### src/dac_front_pkg.sv
// Shared constants for the DAC input, mute and attenuation front end
package dac_front_pkg;
    // ==================================================================
    // Register map
    localparam logic [7:0] ADDR_CTRL   = 8'h00;
    localparam logic [7:0] ADDR_ATTEN  = 8'h04;
    localparam logic [7:0] ADDR_STATUS = 8'h08;
    localparam logic [7:0] ADDR_SAMPLE = 8'h0c;
    localparam int         ADDR_W      = 8;
    localparam int         DATA_W      = 32;

    // ==================================================================
    // Control register fields
    localparam int         CTRL_W          = 11;
    localparam int         CB_SOFT_MUTE    = 0;
    localparam int         CB_FORCED_MUTE  = 1;
    localparam int         CB_QUALIFIER    = 2;
    localparam int         CB_RESYNC       = 3;
    localparam int         CB_SYNC_IGNORE  = 4;
    localparam int         CB_ZERO_MUTE    = 5;
    localparam int         CB_POLARITY     = 6;
    localparam int         CB_BOOST_EN     = 7;
    localparam int         CB_BOOST_LVL    = 8;
    localparam int         CB_MCLK_SEL     = 9;
    localparam int         CB_PROC_DOUBLE  = 10;
    localparam logic [10:0] CTRL_RESET     = 11'h040;

    // ==================================================================
    // Status register fields
    localparam int         SB_SYNCED       = 0;
    localparam int         SB_LOST         = 1;
    localparam int         SB_ZERO_L       = 2;
    localparam int         SB_ZERO_R       = 3;
    localparam int         SB_DOUBLE       = 4;
    localparam int         SB_LEVEL_LO     = 8;

    // ==================================================================
    // Audio framing and attenuation
    localparam logic [5:0] BITS_PER_FRAME  = 6'h30;
    localparam logic [5:0] CNT_MAX         = 6'h3f;
    localparam int         SAMPLE_W        = 16;
    localparam int         ZERO_IGNORE     = 4;
    localparam logic [4:0] LAST_SAMPLE_BIT = 5'h0f;
    localparam logic [4:0] IDX_MAX         = 5'h1f;
    localparam int         ATT_W           = 8;
    localparam logic [7:0] ATT_MUTE        = 8'h00;
    localparam logic [7:0] ATT_RESET       = 8'hff;

    // ==================================================================
    // Timing
    localparam int         CLK_MHZ         = 200;
    localparam int         ZERO_TIME_MS    = 300;
    localparam int         ZERO_CYCLES     = ZERO_TIME_MS * CLK_MHZ * 1000;
    localparam int         ZCNT_W          = 32;

    // ==================================================================
    // Bass boost modes
    typedef enum logic [1:0] {
        BOOST_OFF,
        BOOST_MID,
        BOOST_MAX
    } boost_mode_t;
endpackage : dac_front_pkg

### src/dac_front_end.sv
// DAC serial input, zero detect, mute and attenuation front end
// Notes on behaviour
// - A word-clock period holds 48 bit clocks; samples arrive MSB first.
// - Word clock high carries left data, low carries right data.
// - Audio comes only from the external serial pins, never internally.
// - Zero flagged after about 300ms of samples with upper bits all equal.
// - Left and right zero detectors count and flag independently.
// - Mute flag on zero data, system mute high, or soft-mute bit.
// - A polarity bit selects the active level of both mute flags.
// - A new attenuation target redirects the ramp from the current level.
// - Soft mute ramps to zero on target 000, soft-mute bit or system mute.
// - Forced-mute bit holds the pulse-width output low.
// - Zero-mute enable with zero on both channels forces mute.
// - After reset, framing aligns to the first falling word-clock edge.
// - A word-clock frequency change loses sync until resynchronised.
// - Sync-ignore bit keeps playback going despite lost sync.
// - Bass boost offers medium and maximum levels via enable and level bits.
// - DAC speed follows crystal pin and master-clock select only.
//
// Chosen here: the APB interface to the registers and the register addresses.
module dac_front_end
    import dac_front_pkg::*;
#(
    parameter int ZERO_LIMIT = ZERO_CYCLES
) (
    input  wire logic                       pclk,
    input  wire logic                       presetn,
    input  wire logic                       psel,
    input  wire logic                       penable,
    input  wire logic                       pwrite,
    input  wire logic [ADDR_W-1:0]          paddr,
    input  wire logic [DATA_W-1:0]          pwdata,
    output logic      [DATA_W-1:0]          prdata,
    output logic                            pready,
    output logic                            pslverr,
    input  wire logic                       word_clock_in,
    input  wire logic                       bit_clock_in,
    input  wire logic                       serial_audio_in,
    input  wire logic                       emphasis_in,
    input  wire logic                       system_mute_input,
    input  wire logic                       crystal_select_pin,
    output logic                            left_mute_flag,
    output logic                            right_mute_flag,
    output logic                            pwm_out,
    output logic                            emphasis_out,
    output dac_front_pkg::boost_mode_t      boost_mode,
    output logic                            dac_double_speed
);
    import dac_front_pkg::*;

    // ==================================================================
    // Input synchronisers
    logic [5:0] pins_s;
    logic       wck_s;
    logic       bck_s;
    logic       sdat_s;
    logic       emph_s;
    logic       system_mute_input_s;
    logic       xtal_s;

    in_sync3 #(.W(6)) u_sync (
        .pclk       (pclk),
        .presetn    (presetn),
        .async_in   ({crystal_select_pin, system_mute_input, emphasis_in,
                      serial_audio_in, bit_clock_in, word_clock_in}),
        .stable_out (pins_s)
    );
    assign {xtal_s, system_mute_input_s, emph_s, sdat_s, bck_s, wck_s} = pins_s;

    // ==================================================================
    // APB slave
    logic [CTRL_W-1:0] ctrl_q;
    logic [ATT_W-1:0]  target_q;
    logic [DATA_W-1:0] rdata_d;
    logic              mapped;
    logic              wr_en;
    logic [DATA_W-1:0] status_w;
    logic [SAMPLE_W-1:0] sample_l_q;
    logic [SAMPLE_W-1:0] sample_r_q;
    logic              synced_q;
    logic              lost_q;
    logic [1:0]        zero_q;
    logic [ATT_W-1:0]  level_q;

    function automatic logic is_mapped(input logic [ADDR_W-1:0] a);
        return (a == ADDR_CTRL) || (a == ADDR_ATTEN) ||
               (a == ADDR_STATUS) || (a == ADDR_SAMPLE);
    endfunction : is_mapped

    assign mapped = is_mapped(paddr);
    assign wr_en  = psel && penable && pready && pwrite && mapped;

    always_comb begin
        status_w                      = '0;
        status_w[SB_SYNCED]           = synced_q;
        status_w[SB_LOST]             = lost_q;
        status_w[SB_ZERO_L]           = zero_q[0];
        status_w[SB_ZERO_R]           = zero_q[1];
        status_w[SB_DOUBLE]           = dac_double_speed;
        status_w[SB_LEVEL_LO +: ATT_W] = level_q;
    end

    always_comb begin
        rdata_d = '0;
        unique case (paddr)
            ADDR_CTRL:   rdata_d[CTRL_W-1:0] = ctrl_q;
            ADDR_ATTEN:  rdata_d[ATT_W-1:0]  = target_q;
            ADDR_STATUS: rdata_d             = status_w;
            ADDR_SAMPLE: rdata_d             = {sample_l_q, sample_r_q};
            default:     rdata_d             = '0;
        endcase
    end

    always_ff @(posedge pclk or negedge presetn) begin
        if (!presetn) begin
            pready  <= 1'b0;
            pslverr <= 1'b0;
            prdata  <= '0;
        end else begin
            pready  <= psel && !penable;
            pslverr <= psel && !penable && !mapped;
            if (psel && !penable && !pwrite) begin
                prdata <= rdata_d;
            end
        end
    end

    // Forced mute and resync move only with the qualifier set
    always_ff @(posedge pclk or negedge presetn) begin
        if (!presetn) begin
            ctrl_q <= CTRL_RESET;
        end else if (wr_en && paddr == ADDR_CTRL) begin
            ctrl_q <= pwdata[CTRL_W-1:0];
            if (!pwdata[CB_QUALIFIER]) begin
                ctrl_q[CB_FORCED_MUTE] <= ctrl_q[CB_FORCED_MUTE];
                ctrl_q[CB_RESYNC]      <= ctrl_q[CB_RESYNC];
            end
        end
    end

    always_ff @(posedge pclk or negedge presetn) begin
        if (!presetn) begin
            target_q <= ATT_RESET;
        end else if (wr_en && paddr == ADDR_ATTEN) begin
            target_q <= pwdata[ATT_W-1:0];
        end
    end

    // ==================================================================
    // Serial receiver and framing
    logic              bck_prev_q;
    logic              bck_rise;
    logic              wck_last_q;
    logic              boundary;
    logic              lr_fall;
    logic [5:0]        period_cnt_q;
    logic [4:0]        bit_idx_q;
    logic [4:0]        bit_idx_d;
    logic [SAMPLE_W-1:0] shift_q;
    logic [SAMPLE_W-1:0] shift_d;
    logic              capture;
    logic              play_ok;
    logic [2:0]        speed_q;
    logic              speed_change;

    assign bck_rise     = bck_s && !bck_prev_q;
    assign boundary     = bck_rise && (wck_s != wck_last_q);
    assign lr_fall      = boundary && !wck_s;
    assign speed_change = speed_q != {xtal_s, ctrl_q[CB_MCLK_SEL], ctrl_q[CB_PROC_DOUBLE]};
    assign bit_idx_d    = boundary ? '0 : (bit_idx_q == IDX_MAX ? IDX_MAX : bit_idx_q + 5'h01);
    assign shift_d      = boundary ? {{(SAMPLE_W-1){1'b0}}, sdat_s} : {shift_q[SAMPLE_W-2:0], sdat_s};
    assign capture      = bck_rise && (bit_idx_d == LAST_SAMPLE_BIT);
    assign play_ok      = synced_q || ctrl_q[CB_SYNC_IGNORE];

    always_ff @(posedge pclk or negedge presetn) begin
        if (!presetn) begin
            bck_prev_q <= 1'b0;
            wck_last_q <= 1'b0;
            bit_idx_q  <= '0;
            shift_q    <= '0;
            speed_q    <= '0;
        end else begin
            bck_prev_q <= bck_s;
            speed_q    <= {xtal_s, ctrl_q[CB_MCLK_SEL], ctrl_q[CB_PROC_DOUBLE]};
            if (bck_rise) begin
                wck_last_q <= wck_s;
                bit_idx_q  <= bit_idx_d;
                shift_q    <= shift_d;
            end
        end
    end

    // Bit clocks per word period, counted from a falling edge
    always_ff @(posedge pclk or negedge presetn) begin
        if (!presetn) begin
            period_cnt_q <= '0;
        end else if (lr_fall) begin
            period_cnt_q <= 6'h01;
        end else if (bck_rise && period_cnt_q != CNT_MAX) begin
            period_cnt_q <= period_cnt_q + 6'h01;
        end
    end

    // Alignment at first falling edge; loss on rate change
    always_ff @(posedge pclk or negedge presetn) begin
        if (!presetn) begin
            synced_q <= 1'b0;
            lost_q   <= 1'b0;
        end else if (ctrl_q[CB_RESYNC]) begin
            synced_q <= 1'b0;
            lost_q   <= 1'b0;
        end else if (synced_q && (speed_change || (lr_fall && period_cnt_q != BITS_PER_FRAME))) begin
            synced_q <= 1'b0;
            lost_q   <= 1'b1;
        end else if (lr_fall && !synced_q && !lost_q) begin
            synced_q <= 1'b1;
        end
    end

    // Left on word clock high, right on low
    always_ff @(posedge pclk or negedge presetn) begin
        if (!presetn) begin
            sample_l_q   <= '0;
            sample_r_q   <= '0;
            emphasis_out <= 1'b0;
        end else if (capture && play_ok) begin
            if (wck_s) begin
                sample_l_q <= shift_d;
            end else begin
                sample_r_q   <= shift_d;
                emphasis_out <= emph_s;
            end
        end
    end

    // ==================================================================
    // Zero data detection, one per channel
    logic [1:0] new_sample;
    logic [1:0] zero_cond;
    assign new_sample = {capture && play_ok && !wck_s, capture && play_ok && wck_s};

    function automatic logic upper_flat(input logic [SAMPLE_W-1:0] s);
        return (&s[SAMPLE_W-1:ZERO_IGNORE]) || !(|s[SAMPLE_W-1:ZERO_IGNORE]);
    endfunction : upper_flat

    genvar ch;
    generate
        for (ch = 0; ch < 2; ch++) begin : g_zero
            logic [ZCNT_W-1:0] cnt_q;
            logic              run_q;
            assign zero_cond[ch] = upper_flat(shift_d);
            always_ff @(posedge pclk or negedge presetn) begin
                if (!presetn) begin
                    cnt_q      <= '0;
                    run_q      <= 1'b0;
                    zero_q[ch] <= 1'b0;
                end else if (new_sample[ch] && !zero_cond[ch]) begin
                    cnt_q      <= '0;
                    run_q      <= 1'b0;
                    zero_q[ch] <= 1'b0;
                end else begin
                    if (new_sample[ch]) begin
                        run_q <= 1'b1;
                    end
                    if (run_q && cnt_q < ZCNT_W'(ZERO_LIMIT)) begin
                        cnt_q <= cnt_q + 1'b1;
                    end
                    if (run_q && cnt_q >= ZCNT_W'(ZERO_LIMIT)) begin
                        zero_q[ch] <= 1'b1;
                    end
                end
            end
            AST_ZERO_CLEAR: assert property (@(posedge pclk) disable iff (!presetn)
                new_sample[ch] && !zero_cond[ch] |=> !zero_q[ch] && cnt_q == '0)
                else $error("zero flag survived a non-zero sample");
        end
    endgenerate

    // ==================================================================
    // Mute flags
    always_ff @(posedge pclk or negedge presetn) begin
        if (!presetn) begin
            left_mute_flag  <= 1'b0;
            right_mute_flag <= 1'b0;
        end else begin
            left_mute_flag  <= (zero_q[0] || system_mute_input_s || ctrl_q[CB_SOFT_MUTE])
                               ~^ ctrl_q[CB_POLARITY];
            right_mute_flag <= (zero_q[1] || system_mute_input_s || ctrl_q[CB_SOFT_MUTE])
                               ~^ ctrl_q[CB_POLARITY];
        end
    end

    // ==================================================================
    // Attenuation ramp, one step per frame
    logic             soft_mute;
    logic [ATT_W-1:0] goal;
    logic             frame_tick;
    assign soft_mute  = target_q == ATT_MUTE || ctrl_q[CB_SOFT_MUTE] || system_mute_input_s;
    assign goal       = soft_mute ? ATT_MUTE : target_q;
    assign frame_tick = new_sample[1];

    always_ff @(posedge pclk or negedge presetn) begin
        if (!presetn) begin
            level_q <= ATT_RESET;
        end else if (frame_tick) begin
            if (level_q < goal) begin
                level_q <= level_q + 8'h01;
            end else if (level_q > goal) begin
                level_q <= level_q - 8'h01;
            end
        end
    end

    // ==================================================================
    // Scaling and first-order pulse-width modulator
    logic              forced;
    logic              pwm_sel_q;
    logic [24:0]       prod;
    logic [SAMPLE_W-1:0] scaled;
    logic [SAMPLE_W:0] acc_q;
    logic [SAMPLE_W:0] acc_d;
    assign forced = ctrl_q[CB_FORCED_MUTE] || (ctrl_q[CB_ZERO_MUTE] && &zero_q);
    assign prod   = $signed(pwm_sel_q ? sample_l_q : sample_r_q) * $signed({1'b0, level_q});
    assign scaled = prod[SAMPLE_W+ATT_W-1:ATT_W];
    assign acc_d  = {1'b0, acc_q[SAMPLE_W-1:0]} + {1'b0, scaled ^ 16'h8000};

    always_ff @(posedge pclk or negedge presetn) begin
        if (!presetn) begin
            pwm_sel_q <= 1'b0;
            acc_q     <= '0;
            pwm_out   <= 1'b0;
        end else begin
            pwm_sel_q <= !pwm_sel_q;
            acc_q     <= acc_d;
            pwm_out   <= !forced && acc_d[SAMPLE_W];
        end
    end

    // ==================================================================
    // Bass boost and DAC speed
    always_ff @(posedge pclk or negedge presetn) begin
        if (!presetn) begin
            boost_mode       <= BOOST_OFF;
            dac_double_speed <= 1'b0;
        end else begin
            if (!ctrl_q[CB_BOOST_EN]) begin
                boost_mode <= BOOST_OFF;
            end else if (ctrl_q[CB_BOOST_LVL]) begin
                boost_mode <= BOOST_MAX;
            end else begin
                boost_mode <= BOOST_MID;
            end
            dac_double_speed <= xtal_s && !ctrl_q[CB_MCLK_SEL];
        end
    end

    // ==================================================================
    // Checks
    AST_FRAME_48: assert property (@(posedge pclk) disable iff (!presetn)
        lr_fall && synced_q && !ctrl_q[CB_RESYNC] && period_cnt_q != BITS_PER_FRAME
        |=> lost_q && !synced_q)
        else $error("bad frame length did not drop sync");
    AST_FIRST_FALL: assert property (@(posedge pclk) disable iff (!presetn)
        $rose(synced_q) |-> $past(lr_fall))
        else $error("alignment not on a falling word clock edge");
    AST_LEFT_HIGH: assert property (@(posedge pclk) disable iff (!presetn)
        capture && play_ok && wck_s |=> sample_l_q == $past(shift_d) && $stable(sample_r_q))
        else $error("left sample not taken while word clock high");
    AST_MUTE_SYSTEM_MUTE_INPUT: assert property (@(posedge pclk) disable iff (!presetn)
        system_mute_input_s && ctrl_q[CB_POLARITY] && $stable(ctrl_q) |=> left_mute_flag && right_mute_flag)
        else $error("mute flags not active on system mute");
    AST_FORCED_LOW: assert property (@(posedge pclk) disable iff (!presetn)
        ctrl_q[CB_FORCED_MUTE] |=> !pwm_out)
        else $error("output not low under forced mute");
    AST_ZERO_MUTE: assert property (@(posedge pclk) disable iff (!presetn)
        ctrl_q[CB_ZERO_MUTE] && zero_q == 2'b11 |=> !pwm_out)
        else $error("zero mute did not hold output low");
    AST_SOFT_DOWN: assert property (@(posedge pclk) disable iff (!presetn)
        frame_tick && soft_mute && level_q != ATT_MUTE |=> level_q == $past(level_q) - 8'h01)
        else $error("soft mute did not ramp down");
    AST_RAMP_UP: assert property (@(posedge pclk) disable iff (!presetn)
        frame_tick && !soft_mute && level_q < target_q |=> level_q == $past(level_q) + 8'h01)
        else $error("ramp did not step toward target");
    AST_SYNC_IGNORE: assert property (@(posedge pclk) disable iff (!presetn)
        capture && !synced_q && ctrl_q[CB_SYNC_IGNORE] && !wck_s |=> sample_r_q == $past(shift_d))
        else $error("playback stopped despite sync ignore");
    AST_SPEED: assert property (@(posedge pclk) disable iff (!presetn)
        xtal_s && !ctrl_q[CB_MCLK_SEL] |=> dac_double_speed)
        else $error("double speed not selected");
endmodule : dac_front_end

### src/in_sync3.sv
// Three-stage input synchroniser with agreement filter
module in_sync3 #(
    parameter int W = 1
) (
    input  wire logic         pclk,
    input  wire logic         presetn,
    input  wire logic [W-1:0] async_in,
    output logic      [W-1:0] stable_out
);
    // ==================================================================
    // Sync chain
    logic [W-1:0] s1_q;
    logic [W-1:0] s2_q;
    logic [W-1:0] s3_q;

    always_ff @(posedge pclk or negedge presetn) begin
        if (!presetn) begin
            s1_q <= '0;
            s2_q <= '0;
            s3_q <= '0;
        end else begin
            s1_q <= async_in;
            s2_q <= s1_q;
            s3_q <= s2_q;
        end
    end

    // ==================================================================
    // Accept a change once stages two and three agree
    genvar i;
    generate
        for (i = 0; i < W; i++) begin : g_bit
            always_ff @(posedge pclk or negedge presetn) begin
                if (!presetn) begin
                    stable_out[i] <= 1'b0;
                end else if (s2_q[i] == s3_q[i]) begin
                    stable_out[i] <= s3_q[i];
                end
            end
        end
    endgenerate
endmodule : in_sync3

### config.mk
export PLATFORM = sky130hd
export DESIGN_NAME = dac_front_end
export DESIGN_NICKNAME = d
export VERILOG_FILES = /design/src/dac_front_pkg.sv /design/src/dac_front_end.sv /design/src/in_sync3.sv
export SDC_FILE = /design/constraint.sdc
export NUM_CORES = 1
export LEC_CHECK = 0
export ABC_AREA = 1
export BUFFER_PORTS_ARGS = -buffer_cell sky130_fd_sc_hd__clkbuf_2
export CORE_ASPECT_RATIO = 2
export CORE_MARGIN = 5
export CORE_UTILIZATION = 25
export DETAILED_ROUTE_END_ITERATION = 10
export MAX_ROUTING_LAYER = met4
export PLACE_DENSITY = 0.5
export SYNTH_ARGS = -nofsm -noshare
export SYNTH_HDL_FRONTEND = slang
export SYNTH_SLANG_ARGS = --single-unit
### constraint.sdc
create_clock -name pclk -period 8.4 [get_ports pclk]
set_clock_uncertainty 0.05 [all_clocks]
set_input_delay 1.26 -clock pclk [delete_from_list [all_inputs] [get_ports pclk]]
set_output_delay 1.26 -clock pclk [all_outputs]
set_load 0.02 [all_outputs]
==> results.md, run 1 <==
- Clock latency at the later pin of the worst-skew pair: 0.58 ns
- Crit path capture type: flip-flop
- Setup crit start kind: flip-flop
- Flop pwr share: 0.471
- Synthesized area: 16,800 sq um
- Pin count of the biggest net entering global routing: 156
- # resized after CTS: 0
- Critical path's slowest cell: nor4_1
- Fmax achieved: 134 MHz
- Fin cells: 3,050
- Outcome: complete, no violations
- Starting Density: 0.252
- CTS tree: yes
- DR vias: 13,700
- Area share of the largest cell type after synthesis: 0.334
- Area grow syn2layout: 12.7%
- Port bufs: 70
- Post-synth top flop: dfrtp_1
- GR Overflow Total: 0
- Comb power frac: 0.055
- Final setup vio count: 0
- EDFF count, synth: 0
- CP cell instances: inv_1, or2_2, o21ai_1, nor2_1, fa_1, inv_1, fa_1, inv_1, fa_1, inv_1, fa_1, inv_1, ha_1, nand2_1, nor4_1, nand4_1, nand3_1, xor2_1, ha_1, inv_1, nor3_1, nand3_1, nand3_1, nand2_1
- Hold Crit Class: reg -> reg
- Final #Nets: 2,382
- Rel. slew slack: 0.202
- RD Place Congestion: 0.904
- ANT cells: 0
- Clock share of power: 0.473
- Area leader, netlist: dfrtp_1
- Die width: 194 microns
- Total chip power: 0.00260 W
- Post-CTS Setup Inserts: 0
- Iter 0 DRT Violations: 626
- Dpl cells: 3,004
- Max VDD drop: 0.000153 V
- Leakage: 9.46 nW
- Drt drc: 0
- Period utilization: 0.890
- Register area share after synthesis: 0.361
- Count of clock tree sinks: 242
- Die height: 377 microns
- Pint: 0.00194 W
- Critical Path AT: 7.89 ns
- Max incr delay on CP: 0.73 ns
- Share of cells above drive strength 1: 0.0905
- Dpl hpwl: 38,600 microns
- Core area: 66,700 sq um
- Die area: 72,900 sq um
- #FFs+latches synth: 242
- Longest Clk Path Bufs: 3
- TritonRoute pass-1 iters: 5
- CTS Hold Bufs: 0
- Crit Path Max Fanout: 21
- Critical path class: reg -> reg
- Setup_tns: 0 ns
- Initial antenna violation count: 0
- RSZ-0062 raised after global routing: no
- Most common cell on crit path: inv_1
- Synth Instances: 2,093
- # H-tree levels: 1
- Final wirelength: 48,400 microns
- Vias/cell: 4.49
- Post-synth ARST share: 1.00
- I/O pins: 92
- CP required: 8.82 ns
- Sw Ratio: 0.254
- Max Cap Viol: 0
- First-pass GRT wire length: 77,400 microns
- Synth Area per Inst: 8.04 sq um
- Number of placement rows: 134
- Synth area leaders: dfrtp_1, fa_1, nand2_1
- Worst-margin pin slew: 1.18 ns
- Hold Slack: 0.299 ns
- Clock Pin Slew Worst Setup and Hold Paths: 0.07 ns
- Commonest cells post-synth: nand2_1, inv_1, dfrtp_1
- Num CTS Buffers: 25
- Max Transition Viols Final: 0
- Antenna Nets Post-Route: 0
- Tmin final: 7.48 ns
- Yosys warnings: 0
- Routed WL per cell: 15.9 microns
- Count leader, synth: nand2_1
- Psw: 0.000660 W
- Number of global-route vias before repair: 14,700
- Hold Violations, Final: 0
- Netlist cell types: 47
- Clock root buffer: clkbuf_16
- Total GRT Usage: 0.135
- Pwr dens: 137 nW/um^2
- Synthesized Nets: 2,328
==> cells in the final DEF, fill, tap and decap left out, types with 9 or more instances in the layout <==
cell type / n
nor3_1: 41
nor4_1: 9
inv_1: 342
fa_1: 101
xnor2_1: 17
clkbuf_16: 25
ha_1: 83
o21ai_1: 12
nand3b_1: 16
nor2_1: 210
nand2_1: 492
o22ai_1: 21
dfstp_2: 17
o21ai_0: 114
dfrtp_1: 225
nor2_2: 16
a21oi_1: 60
nand3_1: 96
clkbuf_2: 69
nand4_1: 26
or2_2: 14
xor2_1: 50
==> cells by family after synthesis <==
family                   synth area share
AND/OR/NAND/NOR                     0.239
AO/OA/AOI/OAI                      0.0817
flip-flops                          0.361
multiplexers                      0.00268
XOR/XNOR                           0.0349
buffers and inverters              0.0951
adder cells (fa/ha/maj)             0.185
==> sequential cells by signal (all words and copies together), names as in the netlist, 3 cells and up <==
| signal | count |
|---|---|
| level_q | 8 |
| shift_q | 15 |
| acc_q | 16 |
| sample_r_q | 16 |
| u_sync.s1_q | 6 |
| sample_l_q | 16 |
| ctrl_q | 11 |
| period_cnt_q | 6 |
| g_zero.cnt_q | 64 |
| u_sync.s2_q | 6 |
| u_sync.stable_out | 6 |
| speed_q | 3 |
| prdata | 32 |
| bit_idx_q | 5 |
| target_q | 8 |
| u_sync.s3_q | 6 |
==> through the flow <==
stage          cell area [sq um]  setup WS, ns  utilization
2_1_floorplan              16800          2.46            -
3_3_place_gp               18100         0.984        0.271
3_5_place_dp               18100         0.969        0.271
4_1_cts                    19000         0.955        0.284
5_1_grt                    19000         0.489        0.284
6_report                   19000         0.923        0.284
==> metal layers <==
metal  track usage  vias up  wire length, microns  share of wire
met5             -        -                     0              0
met4        0.0785        0                  3200          0.066
met3        0.0134      140                  1280          0.026
met2         0.269      277                 27200           0.56
met1         0.123     6614                 16700           0.35
li1              -     6661                     -              -
==> layout make-up <==
| type | instances | area (sq um) |
|---|---|---|
| Clock inverter | 17 | 231 |
| Sequential cell | 242 | 6080 |
| Clock buffer | 29 | 651 |
| Multi-Input combinational cell | 1449 | 9160 |
| Fill cell | 7369 | 47800 |
| Tap cell | 884 | 1110 |
| Inverter | 352 | 1320 |
| Timing Repair Buffer | 77 | 425 |
==> critical path: cells and delay by family (launching register included) <==
kind | cells | cell delay [ns]
compound gates | 1 | 0.43
xor+xnor | 1 | 0.11
fa+ha+maj | 6 | 2.98
buf+inv | 6 | 0.64
flops | 1 | 0.66
simple gates | 10 | 2.48
==> worst paths after layout <==
kind | from | end | slack [ns] | depth (start not counted)
worst max-delay path | pwm_sel_q | acc_q[15] | 0.92 | 24
worst min-delay path | u_sync.s1_q[5] | u_sync.s2_q[5] | 0.30 | 0
worst max register to register | pwm_sel_q | acc_q[15] | 0.92 | 24
min in group asynchronous | presetn | u_sync.s1_q[4] | 0.66 | 1
max in group asynchronous | presetn | g_zero[0].cnt_q[11] | 6.32 | 2
worst min register to register | u_sync.s1_q[5] | u_sync.s2_q[5] | 0.30 | 0
==> power groups by stage <==
stage                     clock network (W)   logic, W  registers (W)
after floorplan                           0  0.0000857        0.00124
after global placement                    0   0.000141        0.00124
after detailed placement                  0   0.000147        0.00125
after CTS                           0.00128   0.000148        0.00122
after global routing                0.00131   0.000166        0.00123
final                               0.00123   0.000144        0.00123
(Power assumes the default switching activity.)
==> inputs of run 2 (changes only) <==
--- a/config.mk
+++ b/config.mk
@@ -6,7 +6,7 @@
 export NUM_CORES = 1
 export LEC_CHECK = 0
 export ABC_AREA = 1
-export BUFFER_PORTS_ARGS = -buffer_cell sky130_fd_sc_hd__clkbuf_2
+export BUFFER_PORTS_ARGS = -buffer_cell sky130_fd_sc_hd__buf_2
 export CORE_ASPECT_RATIO = 2
 export CORE_MARGIN = 5
 export CORE_UTILIZATION = 25
==> constraint.sdc (replaced) <==
create_clock -name pclk -period 9.4 [get_ports pclk]
set_clock_uncertainty 0.05 [all_clocks]
set_input_delay 1.41 -clock pclk [delete_from_list [all_inputs] [get_ports pclk]]
set_output_delay 1.41 -clock pclk [all_outputs]
set_load 0.1 [all_outputs]
==> results.md, run 2 (synthesized netlist as in run 1, its figures left out) <==
- Hold Crit Class: reg -> reg
- # H-tree levels: 1 (unchanged)
- Max FFs per register: 64 (unchanged)
- Setup crit start kind: flip-flop
- Final Cell Area: 19,000 sq um (+0.13%)
- Most frequent cells in the layout: nand2_1, inv_1, dfrtp_1
- Setup_tns: 0 ns (unchanged)
- Outcome: complete, no violations
- I/O pins: 92 (unchanged)
- Starting Density: 0.252 (unchanged)
- Pwr dens: 124 nW/um^2 (-9.4%)
- GR Overflow Total: 0 (unchanged)
- Num CTS Buffers: 25 (unchanged)
- Port bufs: 70 (unchanged)
- Most common cell after layout, fill and taps aside: nand2_1
- CTS tree: yes
- Drt drc: 0 (unchanged)
- Area grow syn2layout: 12.8%
- Setup ws final: 1.91 ns (+0.986 ns)
- Final setup vio count: 0 (unchanged)
- Core area: 66,700 sq um (unchanged)
- Rel. slew slack: 0.203 (+0.000453)
- Reg2Reg Setup Slack: 1.91 ns (+0.99 ns)
- Tmin final: 7.49 ns (+0.0140 ns)
- Most common cell on crit path: inv_1
- Critical Path AT: 7.91 ns (+0.02 ns)
- Share of cells above drive strength 1: 0.0919 (+0.00139)
- Vias/cell: 4.46 (-0.58%)
- Sw Ratio: 0.258 (+0.00393)
- Met2 Track Usage GR: 0.274 (+0.00438)
- Number of placement rows: 134 (unchanged)
- Initial antenna violation count: 0 (unchanged)
- Routed WL per cell: 15.9 microns (+0.12%)
- Clock share of power: 0.476 (+0.003)
- Worst-margin pin slew: 1.18 ns (-0.000673 ns)
- Critical path's slowest cell: dfrtp_1
- Comb power frac: 0.059 (+0.004)
- RSZ-0062 raised after global routing: no
- Leakage: 9.50 nW (+0.44%)
- Fmax achieved: 134 MHz (-0.19%)
- Busiest grt layer: met2
- Pre-CTS WS: 1.94 ns (+0.971 ns)
- Psw: 0.000608 W (-7.9%)
- Clock Pin Slew Worst Setup and Hold Paths: 0.08 ns (about the same)
- Count of clock tree sinks: 242 (unchanged)
- Dpl hpwl: 38,800 microns (+0.60%)
- CTS Hold Bufs: 0 (unchanged)
- Number of global-route vias before repair: 14,600 (-0.62%)
- Critical path class: reg -> reg
- Max Transition Viols Final: 0 (unchanged)
- # resized after CTS: 0 (unchanged)
- Total chip power: 0.00236 W (-9.3%)
- RD Place Congestion: 0.903 (-0.12%)
- Pint: 0.00175 W (-9.8%)
- Iter 0 DRT Violations: 507 (-19%)
- DP Area: 18,100 sq um (about the same)
- Clock root buffer: clkbuf_16
- DR vias: 13,600 (-0.55%)
- Crit Path Max Fanout: 21 (unchanged)
- TritonRoute pass-1 iters: 4 (-1)
- Crit path capture type: flip-flop
- M3 GR Usage: 0.0133 (-0.0000893)
- Pin count of the biggest net entering global routing: 90 (-42%)
- Final wirelength: 48,500 microns (+0.15%)
- Die width: 194 microns (unchanged)
- Period utilization: 0.797 (-0.0932)
- Met1 global-route usage: 0.128 (+0.00531)
- Flop pwr share: 0.464 (-0.007)
- CP required: 9.82 ns (+1.00 ns)
- Post-CTS Setup Inserts: 0 (unchanged)
- Final #Nets: 2,382 (unchanged)
- Die area: 72,900 sq um (unchanged)
- Hold Violations, Final: 0 (unchanged)
- Post-layout util: 0.285 (+0.000356)
- Total GRT Usage: 0.137 (+0.00114)
- Biggest register: g_zero.cnt_q
- First-pass GRT wire length: 78,200 microns (+1.0%)
- Max Cap Viol: 0 (unchanged)
- Longest Clk Path Bufs: 3 (unchanged)
- Max VDD drop: 0.000146 V (-4.5%)
- Max incr delay on CP: 0.68 ns (-0.05 ns)
- Antenna Nets Post-Route: 0 (unchanged)
- Clock latency at the later pin of the worst-skew pair: 0.57 ns (about the same)
- Die height: 377 microns (unchanged)
- Largest regs: g_zero.cnt_q: 64 flops, prdata: 32 flops
[run 2: cell types whose count changed in the layout (fill, tap and decap cells not counted), sizes merged]
cell      before  now
bufinv         4    3
clkinvlp       3    2
buf            8   77
diode          0    1
inv          349  348
clkbuf        98   32
[run 2: worst max-delay path, delay by kind of cell (launching register included)]
| family | cells | cell delay (ns) |
|---|---|---|
| and+or+nand+nor | 6 | 0.92 |
| DFF | 1 | 0.68 |
| buffers and inverters | 6 | 0.72 |
| AOI/OAI and AO/OA | 7 | 2.10 |
| adders and majority gates | 6 | 2.60 |
| xor gates and xnor gates | 1 | 0.28 |
[run 2: area by class of cell]
cell class / instances / area (sq um)
Inverter: 352 / 1320
Antenna cell: 1 / 2.50
Sequential cell: 242 / 6080
Multi-Input combinational cell: 1449 / 9160
Tap cell: 884 / 1110
Clock inverter: 14 / 194
Fill cell: 7369 / 47700
Clock buffer: 32 / 722
Timing Repair Buffer: 77 / 413
[run 2: metrics by stage]
stage | cells | hold slack, ns
2_1_floorplan | 2093 | 0.281
3_5_place_dp | 3004 | 0.287
4_1_cts | 3050 | 0.303
6_report | 3051 | 0.300
3_3_place_gp | 3004 | 0.283
5_1_grt | 3050 | 0.306
[run 2: power by group through the flow]
stage	sequential, W	combinational (W)	clock, W
after global placement	0.00111	0.000138	0
final	0.00109	0.000140	0.00112
after global routing	0.00110	0.000158	0.00119
after CTS	0.00110	0.000143	0.00116
after detailed placement	0.00111	0.000142	0
after floorplan	0.00112	0.0000765	0
[run 2: path summary, 6_finish.rpt]
kind	from	to	cells after the start
min reg2reg	u_sync.s1_q[2]	u_sync.s2_q[2]	0
max	pwm_sel_q	acc_q[15]	26
max in group asynchronous	presetn	g_zero[1].cnt_q[2]	2
min	u_sync.s1_q[2]	u_sync.s2_q[2]	0
max reg2reg	pwm_sel_q	acc_q[15]	26
min in group asynchronous	presetn	u_sync.s1_q[4]	1
[run 2: per-layer routing]
metal / up-vias / wire length, microns / part of all wire
met5: - / 0 / 0
met4: 0 / 2590 / 0.053
met3: 104 / 1270 / 0.026
met2: 214 / 27800 / 0.57
met1: 6632 / 16900 / 0.35
li1: 6667 / - / -
==> inputs of run 3 (changes only) <==
--- a/config.mk
+++ b/config.mk
@@ -12,7 +12,7 @@
 export CORE_UTILIZATION = 25
 export DETAILED_ROUTE_END_ITERATION = 10
 export MAX_ROUTING_LAYER = met4
-export PLACE_DENSITY = 0.5
+export PLACE_DENSITY = 0.52
 export SYNTH_ARGS = -nofsm -noshare
 export SYNTH_HDL_FRONTEND = slang
 export SYNTH_SLANG_ARGS = --single-unit
==> constraint.sdc (replaced) <==
create_clock -name pclk -period 6.1 [get_ports pclk]
set_clock_uncertainty 0.05 [all_clocks]
set_input_delay 0.915 -clock pclk [delete_from_list [all_inputs] [get_ports pclk]]
set_output_delay 0.915 -clock pclk [all_outputs]
set_load 0.1 [all_outputs]
==> results.md, run 3 (synthesized netlist as in run 1, its figures left out) <==
- Layout fillers: 7,228 (-1.9%)
- Worst-margin pin slew: 1.05 ns (-0.138 ns)
- Routed WL per cell: 15.8 microns (-0.67%)
- Num CTS Buffers: 23 (-8.0%)
- Max FFs per register: 64 (unchanged)
- Initial antenna violation count: 0 (unchanged)
- Rel. slew slack: 0.303 (+0.100)
- Period utilization: 0.966 (+0.170)
- CTS tree: yes
- RD Place Congestion: 0.892 (-1.2%)
- Max incr delay on CP: 0.52 ns (-0.16 ns)
- Reg2Reg Setup Slack: 0.21 ns (-1.70 ns)
- Hold Crit Class: reg -> reg
- TritonRoute pass-1 iters: 5 (+1)
- Area taken by multi-input logic gates: 9580 sq um (+4.5%)
- Dpl cells: 3,152 (+4.9%)
- Hold Violations, Final: 0 (unchanged)
- Register area: 6080 sq um (unchanged)
- Crit Path Max Fanout: 9 (-57%)
- Die width: 194 microns (unchanged)
- Max VDD drop: 0.000237 V (+62%)
- CP required: 6.49 ns (-3.33 ns)
- GR Overflow Total: 0 (unchanged)
- Clock latency at the later pin of the worst-skew pair: 0.55 ns (-0.02 ns)
- ANT cells: 0 (-1)
- Biggest register: g_zero.cnt_q
- Longest Clk Path Bufs: 3 (unchanged)
- Count of clock tree sinks: 242 (unchanged)
- # H-tree levels: 1 (unchanged)
- Hold EP: u_sync.s2_q[5]
- Setup ws final: 0.205 ns (-1.70 ns)
- Outcome: complete, no violations
- RR Startpoint: pwm_sel_q
- Pre-CTS WS: -0.328 ns (-2.27 ns)
- Setup crit start kind: flip-flop
- Most common cell on crit path: nand2_1
- Reg2Reg Depth: 32 (+23%)
- Core area: 66,700 sq um (unchanged)
- Iter 0 DRT Violations: 539 (+6.3%)
- Max Transition Viols Final: 0 (unchanged)
- Critical path class: reg -> reg
- Tmin final: 5.89 ns (-1.60 ns)
- Die area: 72,900 sq um (unchanged)
- Dpl hpwl: 40,600 microns (+4.7%)
- Share of cells above drive strength 1: 0.183 (+0.0909)
- Fin cells: 3,204 (+5.0%)
- Final #Nets: 2,539 (+6.6%)
- Worst Hold Depth: 0 (unchanged)
- Drt drc: 0 (unchanged)
- Area grow syn2layout: 21.3%
- Number of global-route vias before repair: 15,100 (+2.9%)
- I/O pins: 92 (unchanged)
- Critical Path AT: 6.29 ns (-1.62 ns)
- DR vias: 14,300 (+5.3%)
- Antenna Nets Post-Route: 0 (unchanged)
- Final setup vio count: 0 (unchanged)
- Most common cell after layout, fill and taps aside: nand2_1
- Min-Delay Startpoint: u_sync.s1_q[5]
- Starting Density: 0.252 (unchanged)
- Max Cap Viol: 0 (unchanged)
- Fmax achieved: 170 MHz (+27%)
- Capturing point of the worst reg2reg path: acc_q[13]
- Clock root buffer: clkbuf_16
- Most frequent cells in the layout: nand2_1, inv_1, dfrtp_1
- First-pass GRT wire length: 79,800 microns (+2.1%)
- Largest regs: g_zero.cnt_q: 64 flops, prdata: 32 flops
- Pin count of the biggest net entering global routing: 126 (+40%)
- Clock Pin Slew Worst Setup and Hold Paths: 0.07 ns (about the same)
- Leakage: 10.3 nW (+7.9%)
- Setup_tns: 0 ns (unchanged)
- Port bufs: 70 (unchanged)
- Number of placement rows: 134 (unchanged)
- Total GRT Usage: 0.139 (+0.00294)
- Die height: 377 microns (unchanged)
- Final wirelength: 50,600 microns (+4.3%)
- Total chip power: 0.00332 W (+41%)
- CTS Hold Bufs: 0 (unchanged)
- Crit path capture type: flip-flop
- Critical path's slowest cell: fa_1
- Vias/cell: 4.48 (+0.31%)
- Pwr dens: 162 nW/um^2 (+31%)
-- run 3: cell types whose count changed in the layout (fill, tap and decap cells not counted), sizes merged --
| cell | previous run | this run |
|---|---|---|
| buf | 77 | 236 |
| clkbuf | 32 | 31 |
| clkinvlp | 2 | 3 |
| diode | 1 | 0 |
| inv | 348 | 346 |
| bufinv | 3 | 0 |
-- run 3: worst max-delay path: cells and delay by family (launching register included) --
kind	cells	cell delay [ns]
XOR/XNOR	1	0.15
flip-flops	1	0.38
buffers and inverters	10	0.95
AND/OR/NAND/NOR	9	0.88
adder cells (fa/ha/maj)	6	2.51
AO/OA/AOI/OAI	6	0.87
-- run 3: cell type report --
class | instances | area share
clock inverters | 10 | 0.00337
clock buffers | 31 | 0.0311
multi-input cells | 1449 | 0.469
repair buffers | 236 | 0.0804
flip-flops and latches | 242 | 0.297
inverters | 352 | 0.0648
well taps | 884 | 0.0541
-- run 3: worst max-delay path by stage --
stage               startpoint   endpoint  slack [ns]
floorplan            pwm_sel_q  acc_q[11]        0.16
detailed placement   pwm_sel_q  acc_q[15]       -0.33
global route         pwm_sel_q  acc_q[12]       -0.11
global placement     pwm_sel_q  acc_q[15]       -0.30
finish               pwm_sel_q  acc_q[13]        0.21
CTS                  pwm_sel_q  acc_q[14]       0.003
-- run 3: through the flow --
stage	hold WS (ns)	util	instance area, sq um
after floorplan	0.281	-	16800
after global placement	0.284	0.288	19200
after detailed placement	0.285	0.288	19200
after CTS	0.301	0.299	19900
after global routing	0.304	0.306	20400
final	0.299	0.306	20400
-- run 3: layer usage --
layer  global-route usage  part of all wire  up-vias
met3               0.0105             0.024      115
li1                     -                 -     6985
met2                0.288              0.58      258
met5                    -                 0        -
met4               0.0620             0.051        0
met1                0.128              0.34     6986
-- run 3: power by group --
group	total [W]	internal, W	switching (W)
registers	0.00169	0.00165	0.0000382
logic	0.000221	0.0000639	0.000157
clock network	0.00141	0.000739	0.000670
total	0.00332	0.00245	0.000865
-- run 3: what timing repair did --
action	4_1_cts	5_1_grt
pin swaps	2	45
resized for setup	14	88
setup buffers	0	11
endpoints found under the setup margin	10	11
